$ cat config.mk
export PLATFORM = sky130hd
export DESIGN_NAME = ibpt_timing
export DESIGN_NICKNAME = d
export VERILOG_FILES = /design/src/include/ibpt_pkg.sv /design/src/ibpt_timing.sv
export SDC_FILE = /design/constraint.sdc
export NUM_CORES = 1
export LEC_CHECK = 0
export BUFFER_PORTS_ARGS = -buffer_cell sky130_fd_sc_hd__buf_2
export CAP_MARGIN = 20
export CORE_ASPECT_RATIO = 1.75
export CORE_MARGIN = 5
export CORE_UTILIZATION = 65
export DETAILED_ROUTE_END_ITERATION = 10
export HOLD_SLACK_MARGIN = 0.03
export PLACE_DENSITY = 0.85
export SLEW_MARGIN = 20
export SYNTH_ARGS = -nofsm -noshare
export SYNTH_HDL_FRONTEND = slang
export SYNTH_SLANG_ARGS = --single-unit
$ cat constraint.sdc
create_clock -name sys_clk -period 4.5 [get_ports sys_clk]
set_input_delay 0.9 -clock sys_clk [delete_from_list [all_inputs] [get_ports sys_clk]]
set_output_delay 0.9 -clock sys_clk [all_outputs]
set_load 0.005 [all_outputs]
$ cat src/include/ibpt_pkg.sv
// Purpose: Shared constants and types for the interleaved boost timing block
// Assumes: 25 MHz system clock
// Notes: Timing counts derive from times in ns and the clock period

package ibpt_pkg;
    localparam int CLK_PERIOD_NS = 40;
    // Default switching period, 100 kHz
    localparam int SW_PERIOD_NS = 10000;
    localparam int SW_PERIOD_CYC = SW_PERIOD_NS / CLK_PERIOD_NS;
    localparam int CNT_W = 12;
    // Default start-up delay before drive begins, 1 ms
    localparam int STARTUP_NS = 1000000;
    localparam int STARTUP_CYC = STARTUP_NS / CLK_PERIOD_NS;
    localparam int STARTUP_W = 16;
    // Channel counts selected by load level
    localparam logic [1:0] CH_ONE = 2'h1;
    localparam logic [1:0] CH_TWO = 2'h2;
    localparam logic [1:0] CH_THREE = 2'h3;
    // Load thresholds in percent of full load
    localparam logic [6:0] LOAD_LOW_PCT = 7'h1e;
    localparam logic [6:0] LOAD_MID_PCT = 7'h3c;

    typedef enum logic [1:0] {
        IBPT_ST_INRUSH = 2'b00,
        IBPT_ST_SOFT = 2'b01,
        IBPT_ST_RUN = 2'b11,
        IBPT_ST_FAULT = 2'b10
    } ibpt_state_t;

    typedef struct packed {
        logic ch1_on;
        logic ch1_off;
        logic ch2_on;
        logic ch2_off;
    } ibpt_pulses_t;
endpackage

$ cat src/ibpt_timing.sv
// Purpose: Phase timing for an interleaved boost power-factor controller
// Assumes: Master drive is looped back to both sync inputs on the board
// Notes: Slave drives come from external set/reset flip-flops

`timescale 1ns/10ps

module ibpt_timing
    import ibpt_pkg::*;
#(
    parameter int PERIOD_CYC = SW_PERIOD_CYC,
    parameter int STARTUP_CYCLES = STARTUP_CYC
) (
    input wire logic sys_clk,
    input wire logic reset_n,
    input wire logic clk_en,
    input wire logic comparator_hi,
    input wire logic comparator_lo,
    input wire logic sync_rise_input,
    input wire logic sync_fall_input,
    input wire logic enable_in,
    input wire logic line_zero_cross_in,
    input wire logic fault_in,
    input wire logic output_regulated,
    input wire logic [6:0] load_pct,
    output logic sw_clock_out,
    output logic master_phase_drive,
    output logic ch1_on_pulse,
    output logic ch1_off_pulse,
    output logic ch2_on_pulse,
    output logic ch2_off_pulse,
    output logic fault_indicator_n,
    output logic startup_done_n,
    output logic zero_cross_pulse
);
    localparam logic [CNT_W-1:0] PER = CNT_W'(PERIOD_CYC);
    localparam logic [CNT_W-1:0] HALF = CNT_W'(PERIOD_CYC / 2);
    localparam logic [CNT_W-1:0] THIRD = CNT_W'(PERIOD_CYC / 3);
    localparam logic [CNT_W-1:0] TWO_THIRD = CNT_W'((2 * PERIOD_CYC) / 3);
    localparam logic [STARTUP_W-1:0] SU_LAST = STARTUP_W'(STARTUP_CYCLES - 1);

    // ---------------------------------------------------------------
    // Input synchronisers
    // ---------------------------------------------------------------
    logic [6:0] meta_reg;
    logic [6:0] sync_reg;
    logic rise_prev_reg, fall_prev_reg, zvd_prev_reg;

    always_ff @(posedge sys_clk or negedge reset_n) begin
        if (!reset_n) begin
            meta_reg <= 7'h00;
            sync_reg <= 7'h00;
        end else if (clk_en) begin
            meta_reg <= {comparator_lo, fault_in, line_zero_cross_in,
                         enable_in, sync_fall_input, sync_rise_input,
                         comparator_hi};
            sync_reg <= meta_reg;
        end
    end

    logic cmp_hi_s, cmp_lo_s, rise_s, fall_s, enable_s, zvd_s, fault_s;
    assign {cmp_lo_s, fault_s, zvd_s, enable_s, fall_s, rise_s,
            cmp_hi_s} = sync_reg;

    always_ff @(posedge sys_clk or negedge reset_n) begin
        if (!reset_n) begin
            rise_prev_reg <= 1'b0;
            fall_prev_reg <= 1'b0;
            zvd_prev_reg <= 1'b0;
        end else if (clk_en) begin
            rise_prev_reg <= rise_s;
            fall_prev_reg <= fall_s;
            zvd_prev_reg <= zvd_s;
        end
    end

    logic rise_edge, fall_edge;
    assign rise_edge = rise_s && !rise_prev_reg;
    assign fall_edge = !fall_s && fall_prev_reg;

    // ---------------------------------------------------------------
    // Zero crossing
    // ---------------------------------------------------------------
    always_ff @(posedge sys_clk or negedge reset_n) begin
        if (!reset_n) begin
            zero_cross_pulse <= 1'b0;
        end else if (clk_en) begin
            zero_cross_pulse <= zvd_s && !zvd_prev_reg;
        end
    end

    // ---------------------------------------------------------------
    // Switching timebase
    // ---------------------------------------------------------------
    logic [CNT_W-1:0] tb_cnt_reg;
    always_ff @(posedge sys_clk or negedge reset_n) begin
        if (!reset_n) begin
            tb_cnt_reg <= '0;
        end else if (clk_en) begin
            tb_cnt_reg <= (tb_cnt_reg == PER - 1'b1) ? '0 : tb_cnt_reg + 1'b1;
        end
    end

    always_ff @(posedge sys_clk or negedge reset_n) begin
        if (!reset_n) begin
            sw_clock_out <= 1'b0;
        end else if (clk_en) begin
            sw_clock_out <= (tb_cnt_reg < HALF);
        end
    end

    // ---------------------------------------------------------------
    // Start-up and fault sequencing
    // ---------------------------------------------------------------
    ibpt_state_t state_reg;
    logic [STARTUP_W-1:0] su_cnt_reg;

    always_ff @(posedge sys_clk or negedge reset_n) begin
        if (!reset_n) begin
            state_reg <= IBPT_ST_INRUSH;
        end else if (clk_en) begin
            case (state_reg)
                IBPT_ST_INRUSH: begin
                    if (fault_s) begin
                        state_reg <= IBPT_ST_FAULT;
                    end else if (su_cnt_reg == SU_LAST) begin
                        state_reg <= IBPT_ST_SOFT;
                    end
                end
                IBPT_ST_SOFT: begin
                    if (fault_s) begin
                        state_reg <= IBPT_ST_FAULT;
                    end else if (output_regulated) begin
                        state_reg <= IBPT_ST_RUN;
                    end
                end
                IBPT_ST_RUN: begin
                    if (fault_s) begin
                        state_reg <= IBPT_ST_FAULT;
                    end
                end
                IBPT_ST_FAULT: begin
                    // Restart through the soft power-on once clear
                    if (!fault_s) begin
                        state_reg <= IBPT_ST_SOFT;
                    end
                end
                default: begin
                    state_reg <= IBPT_ST_FAULT;
                end
            endcase
        end
    end

    always_ff @(posedge sys_clk or negedge reset_n) begin
        if (!reset_n) begin
            su_cnt_reg <= '0;
        end else if (clk_en && state_reg == IBPT_ST_INRUSH) begin
            su_cnt_reg <= su_cnt_reg + 1'b1;
        end
    end

    always_ff @(posedge sys_clk or negedge reset_n) begin
        if (!reset_n) begin
            fault_indicator_n <= 1'b1;
            startup_done_n <= 1'b1;
        end else if (clk_en) begin
            fault_indicator_n <= !fault_s;
            startup_done_n <= !(state_reg == IBPT_ST_RUN && !fault_s);
        end
    end

    // ---------------------------------------------------------------
    // Master drive
    // ---------------------------------------------------------------
    logic running;
    assign running = (state_reg == IBPT_ST_SOFT || state_reg == IBPT_ST_RUN);

    // Turn-on only while the enable clock is high, so noise on the
    // comparators in the low half cannot start a second pulse
    always_ff @(posedge sys_clk or negedge reset_n) begin
        if (!reset_n) begin
            master_phase_drive <= 1'b0;
        end else if (clk_en) begin
            if (!running || fault_s) begin
                master_phase_drive <= 1'b0;
            end else if (!master_phase_drive) begin
                master_phase_drive <= cmp_hi_s && enable_s;
            end else begin
                master_phase_drive <= cmp_lo_s;
            end
        end
    end

    // ---------------------------------------------------------------
    // Channel count by load
    // ---------------------------------------------------------------
    logic [1:0] ch_count_reg;
    always_ff @(posedge sys_clk or negedge reset_n) begin
        if (!reset_n) begin
            ch_count_reg <= CH_ONE;
        end else if (clk_en) begin
            if (load_pct < LOAD_LOW_PCT) begin
                ch_count_reg <= CH_ONE;
            end else if (load_pct < LOAD_MID_PCT) begin
                ch_count_reg <= CH_TWO;
            end else begin
                ch_count_reg <= CH_THREE;
            end
        end
    end

    // ---------------------------------------------------------------
    // Phase delay counters
    // ---------------------------------------------------------------
    // Index 0 counts from turn-on, index 1 from turn-off
    logic [1:0] trig;
    assign trig = {fall_edge, rise_edge};
    logic [CNT_W-1:0] ph_cnt_reg [2];
    logic [1:0] ph_act_reg;
    logic [CNT_W-1:0] delay_a;
    // Delays use the nominal period; a slow master only shifts phase
    assign delay_a = (ch_count_reg == CH_THREE) ? THIRD : HALF;
    logic [1:0] hit_a, hit_b;
    ibpt_pulses_t pulses_next;

    genvar g;
    generate
        for (g = 0; g < 2; g = g + 1) begin : g_phase
            always_ff @(posedge sys_clk or negedge reset_n) begin
                if (!reset_n) begin
                    ph_cnt_reg[g] <= '0;
                    ph_act_reg[g] <= 1'b0;
                end else if (clk_en) begin
                    if (trig[g]) begin
                        ph_cnt_reg[g] <= '0;
                        ph_act_reg[g] <= 1'b1;
                    end else if (ph_act_reg[g]) begin
                        ph_cnt_reg[g] <= ph_cnt_reg[g] + 1'b1;
                        if (ph_cnt_reg[g] == PER - 1'b1) begin
                            ph_act_reg[g] <= 1'b0;
                        end
                    end
                end
            end
            assign hit_a[g] = ph_act_reg[g] && !trig[g] &&
                              ph_cnt_reg[g] + 1'b1 == delay_a;
            assign hit_b[g] = ph_act_reg[g] && !trig[g] &&
                              ph_cnt_reg[g] + 1'b1 == TWO_THIRD;
        end
    endgenerate

    always_comb begin
        pulses_next.ch1_on = hit_a[0] && ch_count_reg != CH_ONE &&
                             !fault_s;
        pulses_next.ch1_off = hit_a[1] && ch_count_reg != CH_ONE;
        pulses_next.ch2_on = hit_b[0] && ch_count_reg == CH_THREE &&
                             !fault_s;
        pulses_next.ch2_off = hit_b[1] && ch_count_reg == CH_THREE;
    end

    // One-cycle pulses to the external set/reset flip-flops
    ibpt_pulses_t pulses_reg;
    always_ff @(posedge sys_clk or negedge reset_n) begin
        if (!reset_n) begin
            pulses_reg <= '0;
        end else if (clk_en) begin
            pulses_reg <= pulses_next;
        end else begin
            // Pulses stay one cycle wide even when frozen
            pulses_reg <= '0;
        end
    end
    assign ch1_on_pulse = pulses_reg.ch1_on;
    assign ch1_off_pulse = pulses_reg.ch1_off;
    assign ch2_on_pulse = pulses_reg.ch2_on;
    assign ch2_off_pulse = pulses_reg.ch2_off;
endmodule

* Word-level counts from Yosys, hierarchy flattened
Cells that the tools add are included.
** Operators by class
- $add $sub $neg :: 4
- Order comparisons :: 3
- Eq/ne operators :: 17
- Muxes and demuxes :: 24
- Reductions and logical operators :: 34
** Operators with widths (count)
- 12-bit by 8-bit equality test with 1-bit output, second input constant :: 5
- 12-bit 2-to-1 mux :: 5
- 12-bit by 1-bit adder with 12-bit output, second input constant :: 3
- 12-bit by 7-bit equality test with 1-bit output :: 2
- 1-bit logical AND :: 18
- 16-bit by 1-bit adder with 16-bit output, second input constant :: 1
- 16-bit by 15-bit equality test with 1-bit output, second input constant :: 1
- 2-bit 2-to-1 mux :: 7
- 12-bit by 7-bit less-than comparator with 1-bit output, second input constant :: 1
- 1-bit 2-to-1 mux :: 9
- 1-bit zero test :: 8
- 2-bit one-hot mux with 4 select lines :: 1
- 7-bit by 5-bit less-than comparator with 1-bit output, second input constant :: 1
- 7-bit by 6-bit less-than comparator with 1-bit output, second input constant :: 1
- 2-bit equality test, second input constant :: 3
- 6-bit 2-to-1 mux :: 1
- 3-bit inequality test, second input constant :: 2
- 5-bit AND reduction :: 1
- 4-bit 2-to-1 mux :: 1
- 2-bit inequality test, second input constant :: 2
- 2-bit AND reduction :: 2
- 2-bit nonzero test :: 2
- 2-bit by 1-bit equality test with 1-bit output, second input constant :: 1
- 2-bit zero test :: 1
- 2 further kinds :: 3
** Storage, ports and cells
- Bits in registers :: 84
- Output and inout bits :: 9

* Longest topological paths before layout
Gate-level depths: netlist (run 1).
- Word-level depth :: 8
- Mapped depth :: 7
- Mapped depth without buffers :: 7

* Worst setup path before layout (run 1)
OpenSTA, ideal clock, no wires.
- Path kind :: input -> register
- Start point :: in clk_en
- End point :: reg su_cnt_reg[9]
- Setup time :: 0.123 ns
- Arrival time :: 1.934 ns
- Data required time :: 4.377 ns
- Slack :: 2.443 ns
- Stages on the path :: 4
- Path buffers :: 0
- Cell sequence :: nor3b_2 nand2_1 or4_1 xnor2_1
** Between the ends
- Longest elaborated chain between the ends :: 1
** Ends and longest elaborated chain
- start, declared :: RTL line ibpt_timing.sv:15 : input wire logic clk_en,
- 1-bit logical AND :: RTL line ibpt_timing.sv:157 : end else if (clk_en && state_reg == IBPT_ST_INRUSH) begin
- end signal, assigned :: RTL line ibpt_timing.sv:158 : su_cnt_reg <= su_cnt_reg + 1'b1;
- end, declared :: RTL line ibpt_timing.sv:115 : logic [STARTUP_W-1:0] su_cnt_reg;
Every way passes these cells.
A chain may end at the register's enable or synchronous reset.

* Worst setup path after layout (run 1)
- Start point :: in clk_en
- End point :: reg pulses_reg (netlist bit ch1_off_pulse)
** Between the ends
- Longest elaborated chain between the ends :: 1
** Ends and longest elaborated chain
- 4-bit 2-to-1 mux :: RTL line ibpt_timing.sv:266 : end else if (clk_en) begin
- end signal, assigned :: RTL line ibpt_timing.sv:267 : pulses_reg <= pulses_next;
- end, declared :: RTL line ibpt_timing.sv:262 : ibpt_pulses_t pulses_reg;
Every way passes these cells.

==> reports/metrics.csv, run 1 <==
stage,metric,value,unit
placement,io_buffers,25,
logic_synthesis,synth_area,4290,um2
die,die_h,117,um
setup_path,worstPathArrival,2950,ps
detailed_routing,viasPerCell,6.13,
die,die_area,8390,um2
cts,clkLatencyLatePin,340,ps
setup_path,rr_startpoint,fall_prev_reg,
power,p_comb_share,17.0,%
cts,cts_resized,0,
timing,fin_crit_sh,60.4,%
setup_path,cp.required,4730,ps
setup_path,cp.depth,4,
timing,finalHoldViolations,0,
layout,final_core_util,73.2,%
logic_synthesis,syn_inst,432,
placement,dpl.hpwl,5610,um
global_route,grt.overflow.total,0,
logic_synthesis,async_flop_share,100,%
power,p_leak,2.06,nW
setup_path,crit_family,simple AND/OR/NAND/NOR gates,
setup_path,endpoint_kind,flip-flop,
global_route,grt_pass1_wl,14900,um
cts,hold_buffers,0,
placement,place.gp.congestion,0.903,
timing,skew,5.51,ps
die,io_pins,27,
timing,hold_slack,465,ps
setup_path,crit_path_end,ch1_off_pulse,
logic_synthesis,synth_ff_type,dfrtp_1,
layout,diodes,0,
power,ir_drop,0.000363,V
global_route,grt_pass1_vias,3331,
cts,htreeDepth,3,
timing,setup_tns,0,ps
logic_synthesis,synth_most_common_cell,dfrtp_1,
cts,cts-root-buf,clkbuf_16,
timing,drv_slew,0,
logic_synthesis,syn_avg_cell_area,9.93,um2
layout,largest_reg_flops,24,
die,start_util,66.1,%
global_route,grt_util_all_layers,22.1,%
die,row_count,39,
setup_path,rrSetupSlack,2160,ps
setup_path,worstPathBufferInverterCount,1,
flow_run,maxCapViolCount,0,
logic_synthesis,ys_seq_area_share,49.1,%
detailed_routing,drt-pass1-iter-count,4,
cts,clockBufferDepth,2,
logic_synthesis,ys_seq_elements,84,
logic_synthesis,synth-edff-count,0,
setup_path,cp_slowest_cell,or4_1,
run_status,status,"complete, no violations",
global_route,grt_max_degree,85,
logic_synthesis,yosys_warnings,0,
timing,period_minus_slack,2720,ps
power,clockPowerShare,35.5,%
detailed_routing,drtAntennaViolNets,0,
die,core_region_area,6490,um2
timing,max_freq,0.368,GHz
setup_path,crit_path_cell_trace,"buf_2, nand3b_1, or4_1, nor4_1",
cts,postCtsSetupBuffers,0,
setup_path,cp_slowest_stage_delay,740,ps
setup_path,crit_fanout,22,
placement,place_area,4440,um2
setup_path,crit_start,clk_en,
die,die_width,71.4,um
timing,tightest_slew,805,ps
setup_path,crit_type,in2reg,
setup_path,worstReg2RegEnd,ch1_off_pulse,
layout,n_fill_cell,457,
cts,cts.sinks,84,
setup_path,crit_path_start_kind,input port,
logic_synthesis,yosys-top-cells-count,"dfrtp_1, nand2_1, o21ai_0",
power,p_switching,0.000626,W
setup_path,reg2reg_depth,4,
logic_synthesis,synth_area_leaders,"dfrtp_1, xnor2_1, mux2_2, o21ai_0, nand2_1",
global_route,antenna_found_initial,0,
detailed_routing,wire_per_inst,16.2,um
layout,nets,476,
detailed_routing,drt_wl_total,8680,um
logic_synthesis,synth_largest_area_cell,dfrtp_1,
cts,cts_tree,built,
layout,drive_gt1_share,14.7,%
timing,rsz0062_at_grt,false,
timing,setup_viol,0,
worst_hold_path,hold_path_class,reg2reg,
power,totalPowerFinal,0.00209,W
power,power_frac_seq,47.4,%
power,p_sw_share,29.9,%
detailed_routing,remaining_drc_errors,0,
power,p_int,0.00147,W
detailed_routing,vias,3290,
logic_synthesis,yosysTopAreaCellShare,47.3,%
detailed_routing,drt-initial-drc-count,292,
layout,final_design_area_no_fill,4750,um2
logic_synthesis,synth_cell_types,52,
timing,max_slew_margin,46.0,%
cts,numCtsBuffers,9,
power,cellPowerDensity,441,nW/um2
logic_synthesis,syn_nets,458,
cts,path_clk_slew,60,ps
layout,area_growth_syn_to_layout,10.8,%
worst register-to-register path: cells and delay by family (launching register included):
kind | cells | cell delay [ps]
DFF | 1 | 380
and+or+nand+nor | 4 | 1850
worst min path at each step:
| stage | startpoint | end | cells after the start |
|---|---|---|---|
| global placement | zvd_prev_reg | zero_cross_pulse | 1 |
| global route | zvd_prev_reg | zero_cross_pulse | 1 |
| detailed placement | zvd_prev_reg | zero_cross_pulse | 1 |
| CTS | zvd_prev_reg | zero_cross_pulse | 1 |
| floorplan | zvd_prev_reg | zero_cross_pulse | 1 |
| finish | zvd_prev_reg | zero_cross_pulse | 1 |
final cells by class:
type	count	area, um2	area share, %
Inverter	12	45.0	0.948
Clock buffer	11	243	5.11
Multi-Input combinational cell	317	2050	43.2
Sequential cell	84	2110	44.3
Tap cell	82	103	2.16
Timing Repair Buffer	26	139	2.92
Clock inverter	5	61.3	1.29
through the flow:
step	cells	worst slack, ps
after global placement	521	1550
after CTS	537	1780
final	537	1780
after detailed placement	521	1430
after floorplan	432	2440
after global routing	537	1640
metal layers:
layer | wire, um | vias up | GRT usage (%)
met5 | 0 | - | 0
met4 | 331 | 0 | 12.7
met3 | 461 | 28 | 5.38
met2 | 4510 | 92 | 36.8
met1 | 3380 | 1600 | 25.2
li1 | - | 1570 | -
cell families after synthesis:
kind of cell             count (synthesis)  synth area share (%)
adder cells (fa/ha/maj)                  8                  2.33
multiplexers                            19                  4.93
XOR/XNOR                                40                  8.17
AND/OR/NAND/NOR                        170                  21.2
buffers and inverters                   31                  3.00
AO/OA/AOI/OAI                           80                  11.3
flip-flops                              84                  49.1
layout by cell type, fill, tap and decap left out, types with 2 or more instances in the layout:
| cell type | n |
|---|---|
| dfrtp_1 | 81 |
| nand2_1 | 42 |
| o21ai_0 | 36 |
| nor2_1 | 32 |
| xnor2_1 | 28 |
| buf_2 | 24 |
| nand3_1 | 22 |
| mux2_2 | 17 |
| inv_1 | 12 |
| nand4_1 | 12 |
| xor2_1 | 12 |
| a21oi_1 | 12 |
| and3_1 | 11 |
| clkbuf_16 | 9 |
| nor3_1 | 8 |
| ha_1 | 8 |
| nor2b_1 | 7 |
| nand2b_1 | 6 |
| nor4_1 | 6 |
| o31ai_1 | 6 |
| a31oi_1 | 5 |
| and2_1 | 4 |
| a22o_1 | 4 |
| or4_1 | 3 |
| nor4b_1 | 3 |
| dfstp_2 | 3 |
| clkinvlp_4 | 3 |
| and4_4 | 2 |
| o22ai_1 | 2 |
| and4_1 | 2 |
| nand4b_1 | 2 |
| mux2i_1 | 2 |
| o21ai_1 | 2 |
| nor4bb_1 | 2 |
power groups by stage:
stage	logic, W	clock network (W)	registers, W
floorplan	0.000276	0	0.000957
global placement	0.000329	0	0.000992
detailed placement	0.000350	0	0.000999
CTS	0.000360	0.000759	0.000990
global route	0.000407	0.000788	0.00101
finish	0.000357	0.000745	0.000993
Note: power is estimated with default switching activity, not from simulation.
==> run 2: changes to the inputs <==
--- a/config.mk
+++ b/config.mk
@@ -9,10 +9,10 @@
 export CAP_MARGIN = 20
 export CORE_ASPECT_RATIO = 1.75
 export CORE_MARGIN = 5
-export CORE_UTILIZATION = 65
+export CORE_UTILIZATION = 55
 export DETAILED_ROUTE_END_ITERATION = 10
 export HOLD_SLACK_MARGIN = 0.03
-export PLACE_DENSITY = 0.85
+export PLACE_DENSITY = 0.76
 export SLEW_MARGIN = 20
 export SYNTH_ARGS = -nofsm -noshare
 export SYNTH_HDL_FRONTEND = slang
==> constraint.sdc (replaced) <==
create_clock -name sys_clk -period 2.4 [get_ports sys_clk]
set_input_delay 0.48 -clock sys_clk [delete_from_list [all_inputs] [get_ports sys_clk]]
set_output_delay 0.48 -clock sys_clk [all_outputs]
set_load 0.005 [all_outputs]
==> run 2 against run 1 <==
Net effect:
- total power rose by 82%
- sequential power rose by 86%
- first-iteration DRC count fell by 13%
- critical path type is now reg2reg
==> reports/metrics.csv, run 2 (synthesis gave the netlist of run 1 again) <==
stage,metric,value,unit,change
run_status,status,"complete, no violations",,
power,p_leak,2.09,nW,+1.1%
die,row_count,42,,+7.7%
detailed_routing,remaining_drc_errors,0,,unchanged
global_route,grt_pass1_vias,3385,,+1.6%
layout,largest_reg_flops,24,,unchanged
power,ir_drop,0.000557,V,+54%
detailed_routing,drtAntennaViolNets,0,,unchanged
setup_path,endpoint_kind,flip-flop,,
detailed_routing,vias,3269,,-0.64%
timing,skew,10.1,ps,+4.63 ps
layout,final_common_cell,dfrtp_1,,
layout,nets,482,,+1.3%
power,totalPowerFinal,0.00380,W,+82%
detailed_routing,drt-pass1-iter-count,4,,unchanged
die,die_width,76.8,um,+7.5%
timing,max_freq,0.460,GHz,
global_route,grt_max_degree,42,,-51%
layout,fin_cells,549,,+2.2%
timing,tightest_slew,775,ps,-29.9 ps
global_route,grt_pass1_wl,15000,um,+1.1%
timing,rsz0062_at_grt,false,,
global_route,grt.overflow.total,0,,unchanged
timing,setup_viol,0,,unchanged
cts,cts.sinks,84,,unchanged
cts,path_clk_slew,70,ps,about the same
layout,diodes,0,,unchanged
cts,htreeDepth,3,,unchanged
setup_path,cp.required,2640,ps,-2090 ps
cts,clockBufferDepth,2,,unchanged
timing,max_slew_margin,48.0,%,+2.0 points
placement,dpl.hpwl,5980,um,+6.5%
layout,regArea,2110,um2,unchanged
layout,layout_common_cells,"dfrtp_1, nand2_1, o21ai_0",,
layout,drive_gt1_share,15.6,%,+0.89 points
timing,setup_tns,0,ps,unchanged
die,start_util,56.7,%,-9.4 points
power,cellPowerDensity,798,nW/um2,+81%
worst_hold_path,hold_path_class,in2async,,
global_route,grt_util_all_layers,18.7,%,-3.4 points
timing,fin_crit_sh,90.6,%,
detailed_routing,wire_per_inst,15.7,um,-3.0%
setup_path,worstPathArrival,2410,ps,-540 ps
setup_path,crit_path_start_kind,flip-flop,,
placement,io_buffers,25,,unchanged
die,io_pins,27,,unchanged
cts,cts_tree,built,,
die,core_region_area,7570,um2,+17%
layout,multi_input_area,2050,um2,unchanged
layout,n_fill_cell,605,,+32%
timing,period_minus_slack,2170,ps,
die,die_area,9730,um2,+16%
timing,drv_slew,0,,unchanged
detailed_routing,viasPerCell,5.95,,-2.8%
detailed_routing,drt-initial-drc-count,254,,-13%
cts,postCtsSetupBuffers,0,,unchanged
die,die_h,127,um,+8.0%
placement,dp_cells,533,,+2.3%
timing,finalHoldViolations,0,,unchanged
cts,clkLatencyLatePin,350,ps,about the same
global_route,antenna_found_initial,0,,unchanged
setup_path,crit_type,reg2reg,,
cts,hold_buffers,0,,unchanged
placement,place.gp.congestion,0.913,,+1.1%
cts,cts-root-buf,clkbuf_16,,
cts,numCtsBuffers,9,,unchanged
detailed_routing,drt_wl_total,8610,um,-0.85%
layout,area_growth_syn_to_layout,11.2,%,
setup_path,crit_fanout,9,,-59%
cts,cts_resized,0,,unchanged
flow_run,maxCapViolCount,0,,unchanged
## run 2: final cells by class
type | count | area share [%]
sequential | 84 | 44.2
multi-input combinational | 317 | 43.1
clock buffer | 12 | 5.17
timing repair buffer | 32 | 3.78
tap | 88 | 2.31
inverter | 12 | 0.945
clock inverter | 4 | 0.551
## run 2: critical path, cell delays in order (launching register included)
cell	delay, ps
dfrtp_1	500
ha_1	330
and3_1	340
and2_1	250
xnor2_1	150
o2111ai_1	180
nor4_1	320
## run 2: final timing paths
check / from / endpoint / slack (ps) / cells past startpoint
min in group sys_clk: enable_in / meta_reg[3] / 370 / 2
min: reset_n / ch1_off_pulse / 110 / 1
min reg2reg: zvd_prev_reg / zero_cross_pulse / 480 / 1
max reg2reg: ph_cnt_reg[12] / ch2_on_pulse / 230 / 6
max: ph_cnt_reg[12] / ch2_on_pulse / 230 / 6
max in group asynchronous: reset_n / tb_cnt_reg[2] / 1580 / 2
## run 2: routing by layer
metal | global-route usage, % | vias up | part of all wire [%]
met5 | 0 | - | 0
met4 | 8.03 | 0 | 2.2
met3 | 4.47 | 14 | 4.7
met2 | 32.4 | 59 | 52
met1 | 21.9 | 1611 | 41
li1 | - | 1585 | -
## run 2: per-stage QoR
step / cell area (um2) / hold WS, ps / utilization [%] / setup slack (ps)
finish: 4770 / 112 / 63.0 / 227
floorplan: 4290 / 184 / - / 438
global route: 4770 / 163 / 63.0 / 30.4
detailed placement: 4500 / 465 / 59.4 / 246
global placement: 4490 / 442 / 59.3 / 264
CTS: 4770 / 134 / 63.0 / 226
## run 2: where the power goes
part | total, W | internal (W) | switching, W
Clock | 0.00128 | 0.000728 | 0.000556
Combinational | 0.000670 | 0.000315 | 0.000355
Sequential | 0.00185 | 0.00161 | 0.000240
==> run 3: changes to the inputs <==
--- a/config.mk
+++ b/config.mk
@@ -7,12 +7,15 @@
 export LEC_CHECK = 0
 export BUFFER_PORTS_ARGS = -buffer_cell sky130_fd_sc_hd__buf_2
 export CAP_MARGIN = 20
+export CELL_PAD_IN_SITES_DETAIL_PLACEMENT = 0
+export CELL_PAD_IN_SITES_GLOBAL_PLACEMENT = 1
 export CORE_ASPECT_RATIO = 1.75
 export CORE_MARGIN = 5
-export CORE_UTILIZATION = 55
+export CORE_UTILIZATION = 43
 export DETAILED_ROUTE_END_ITERATION = 10
 export HOLD_SLACK_MARGIN = 0.03
-export PLACE_DENSITY = 0.76
+export PLACE_DENSITY_LB_ADDON = 0.1
+export RECOVER_POWER = 25
 export SLEW_MARGIN = 20
 export SYNTH_ARGS = -nofsm -noshare
 export SYNTH_HDL_FRONTEND = slang
==> run 3 against run 2 <==
Net effect:
- total power rose by 5.8%
- largest cell class unchanged
- die area rose by 25%
- fmax rose by 0.43%
- clock power rose by 17%
==> reports/metrics.csv, run 3 (synthesis gave the netlist of run 1 again) <==
stage,metric,value,unit,change
run_status,status,"complete, no violations",,
timing,fin_crit_sh,90.2,%,-0.39 points
layout,area_growth_syn_to_layout,14.2,%,
global_route,grt_util_all_layers,15.8,%,-2.9 points
global_route,grt_max_degree,51,,+21%
layout,diodes,0,,unchanged
global_route,grt_pass1_vias,3272,,-3.3%
cts,postCtsSetupBuffers,0,,unchanged
setup_path,crit_path_start_kind,flip-flop,,
detailed_routing,drt-pass1-iter-count,4,,unchanged
die,row_count,48,,+14%
detailed_routing,drt_wl_total,8790,um,+2.2%
timing,finalHoldViolations,0,,unchanged
power,totalPowerFinal,0.00402,W,+5.8%
timing,max_freq,0.462,GHz,+0.43%
layout,nets,486,,+0.83%
power,p_sw_share,28.4,%,-1.8 points
cts,htreeDepth,3,,unchanged
timing,rsz0062_at_grt,false,,
setup_path,rr_startpoint,ph_cnt_reg[0],,
global_route,antenna_found_initial,0,,unchanged
layout,regArea,2110,um2,unchanged
timing,hold_slack,258,ps,+146 ps
die,die_width,85.5,um,+11%
detailed_routing,vias,3243,,-0.80%
setup_path,worstPathArrival,2400,ps,about the same
placement,place_ws,284,ps,+38.1 ps
layout,final_design_area_no_fill,4900,um2,+2.7%
setup_path,reg2reg_depth,6,,unchanged
timing,max_slew_margin,28.4,%,-20 points
timing,skew,8.01,ps,-2.12 ps
power,clockPowerShare,37.2,%,+3.4 points
die,io_pins,27,,unchanged
global_route,grt.overflow.total,0,,unchanged
die,die_h,142,um,+12%
timing,period_minus_slack,2160,ps,-9.28 ps
timing,tightest_slew,1070,ps,+299 ps
cts,cts-root-buf,clkbuf_16,,
timing,drv_slew,0,,unchanged
cts,cts.sinks,84,,unchanged
placement,io_buffers,25,,unchanged
layout,multi_input_area,2050,um2,unchanged
timing,setup_tns,0,ps,unchanged
detailed_routing,drt-initial-drc-count,114,,-55%
power,p_comb_share,17.3,%,-0.3 points
setup_path,cp.required,2630,ps,about the same
timing,worst_slack,236,ps,+9.28 ps
cts,clkLatencyLatePin,340,ps,about the same
placement,dpl.hpwl,6250,um,+4.4%
die,core_region_area,9790,um2,+29%
layout,layout_common_cells,"dfrtp_1, nand2_1, o21ai_0",,
die,start_util,43.8,%,-13 points
power,p_leak,2.13,nW,+2.1%
placement,place.gp.congestion,0.753,,-18%
layout,n_fill_cell,920,,+52%
setup_path,crit_fanout,9,,unchanged
layout,largest_reg_flops,24,,unchanged
global_route,grt_pass1_wl,15300,um,+2.1%
cts,path_clk_slew,60,ps,about the same
power,p_switching,0.00114,W,-0.60%
detailed_routing,viasPerCell,5.50,,-7.7%
flow_run,maxCapViolCount,0,,unchanged
layout,drive_gt1_share,16.3,%,+0.73 points
timing,setup_viol,0,,unchanged
setup_path,crit_type,reg2reg,,
power,ir_drop,0.000492,V,-12%
cts,hold_buffers,0,,unchanged
power,cellPowerDensity,821,nW/um2,+3.0%
setup_path,endpoint_kind,flip-flop,,
cts,cts_tree,built,,
detailed_routing,wire_per_inst,14.9,um,-4.9%
cts,numCtsBuffers,9,,unchanged
worst_hold_path,hold_path_class,in2async,,
power,p_int,0.00288,W,+8.6%
detailed_routing,remaining_drc_errors,0,,unchanged
layout,final_common_cell,dfrtp_1,,
setup_path,worstReg2RegEnd,ch1_off_pulse,,
detailed_routing,drtAntennaViolNets,0,,unchanged
setup_path,crit_start,ph_cnt_reg[0],,
power,power_frac_seq,45.6,%,-3.0 points
cts,clockBufferDepth,2,,unchanged
placement,place_area,4600,um2,+2.3%
cts,cts_resized,0,,unchanged
setup_path,rrSetupSlack,240,ps,about the same
die,die_area,12200,um2,+25%
-- run 3: cell count changes in the layout (fill, tap and decap cells not counted), sizes merged --
cell	before	now
buf	32	35
bufinv	0	2
clkbuf	12	13
clkinv	3	1
-- run 3: how the worst max path moves through the flow --
stage / end
floorplan: ch2_off_pulse
global placement: ch2_off_pulse
detailed placement: ch1_off_pulse
CTS: ch2_on_pulse
global route: tb_cnt_reg[0]
finish: ch1_off_pulse
-- run 3: layout make-up --
cell class / instances / area share (%)
flip-flops and latches: 84 / 43.0
multi-input cells: 317 / 41.9
clock buffers: 12 / 5.03
repair buffers: 36 / 4.44
well taps: 125 / 3.19
clock inverters: 4 / 1.48
inverters: 12 / 0.920
-- run 3: layer usage --
| layer | global-route usage [%] | vias to the layer above | wire length [um] |
|---|---|---|---|
| li1 | - | 1599 | - |
| met1 | 19.1 | 1582 | 3790 |
| met2 | 27.4 | 49 | 4540 |
| met3 | 2.67 | 13 | 258 |
| met4 | 7.17 | 0 | 199 |
| met5 | 0 | - | 0 |
-- run 3: worst max-delay path, cell delays in order (launching register included) --
cell	delay (ps)
dfrtp_1	470
ha_1	250
and3_2	250
a211oi_1	240
a31oi_1	60
or4_1	480
nor4_1	320
-- run 3: through the flow --
stage	std cells	util, %
after floorplan	432	-
after global placement	574	47.0
after detailed placement	574	47.0
after CTS	590	50.2
after global routing	590	50.0
final	590	50.0
-- run 3: power by group through the flow --
stage / combinational (W) / sequential, W / clock (W)
3_3_place_gp: 0.000695 / 0.00185 / 0
4_1_cts: 0.000716 / 0.00184 / 0.00153
2_1_floorplan: 0.000518 / 0.00179 / 0
5_1_grt: 0.000804 / 0.00188 / 0.00159
3_5_place_dp: 0.000711 / 0.00186 / 0
6_report: 0.000695 / 0.00183 / 0.00150
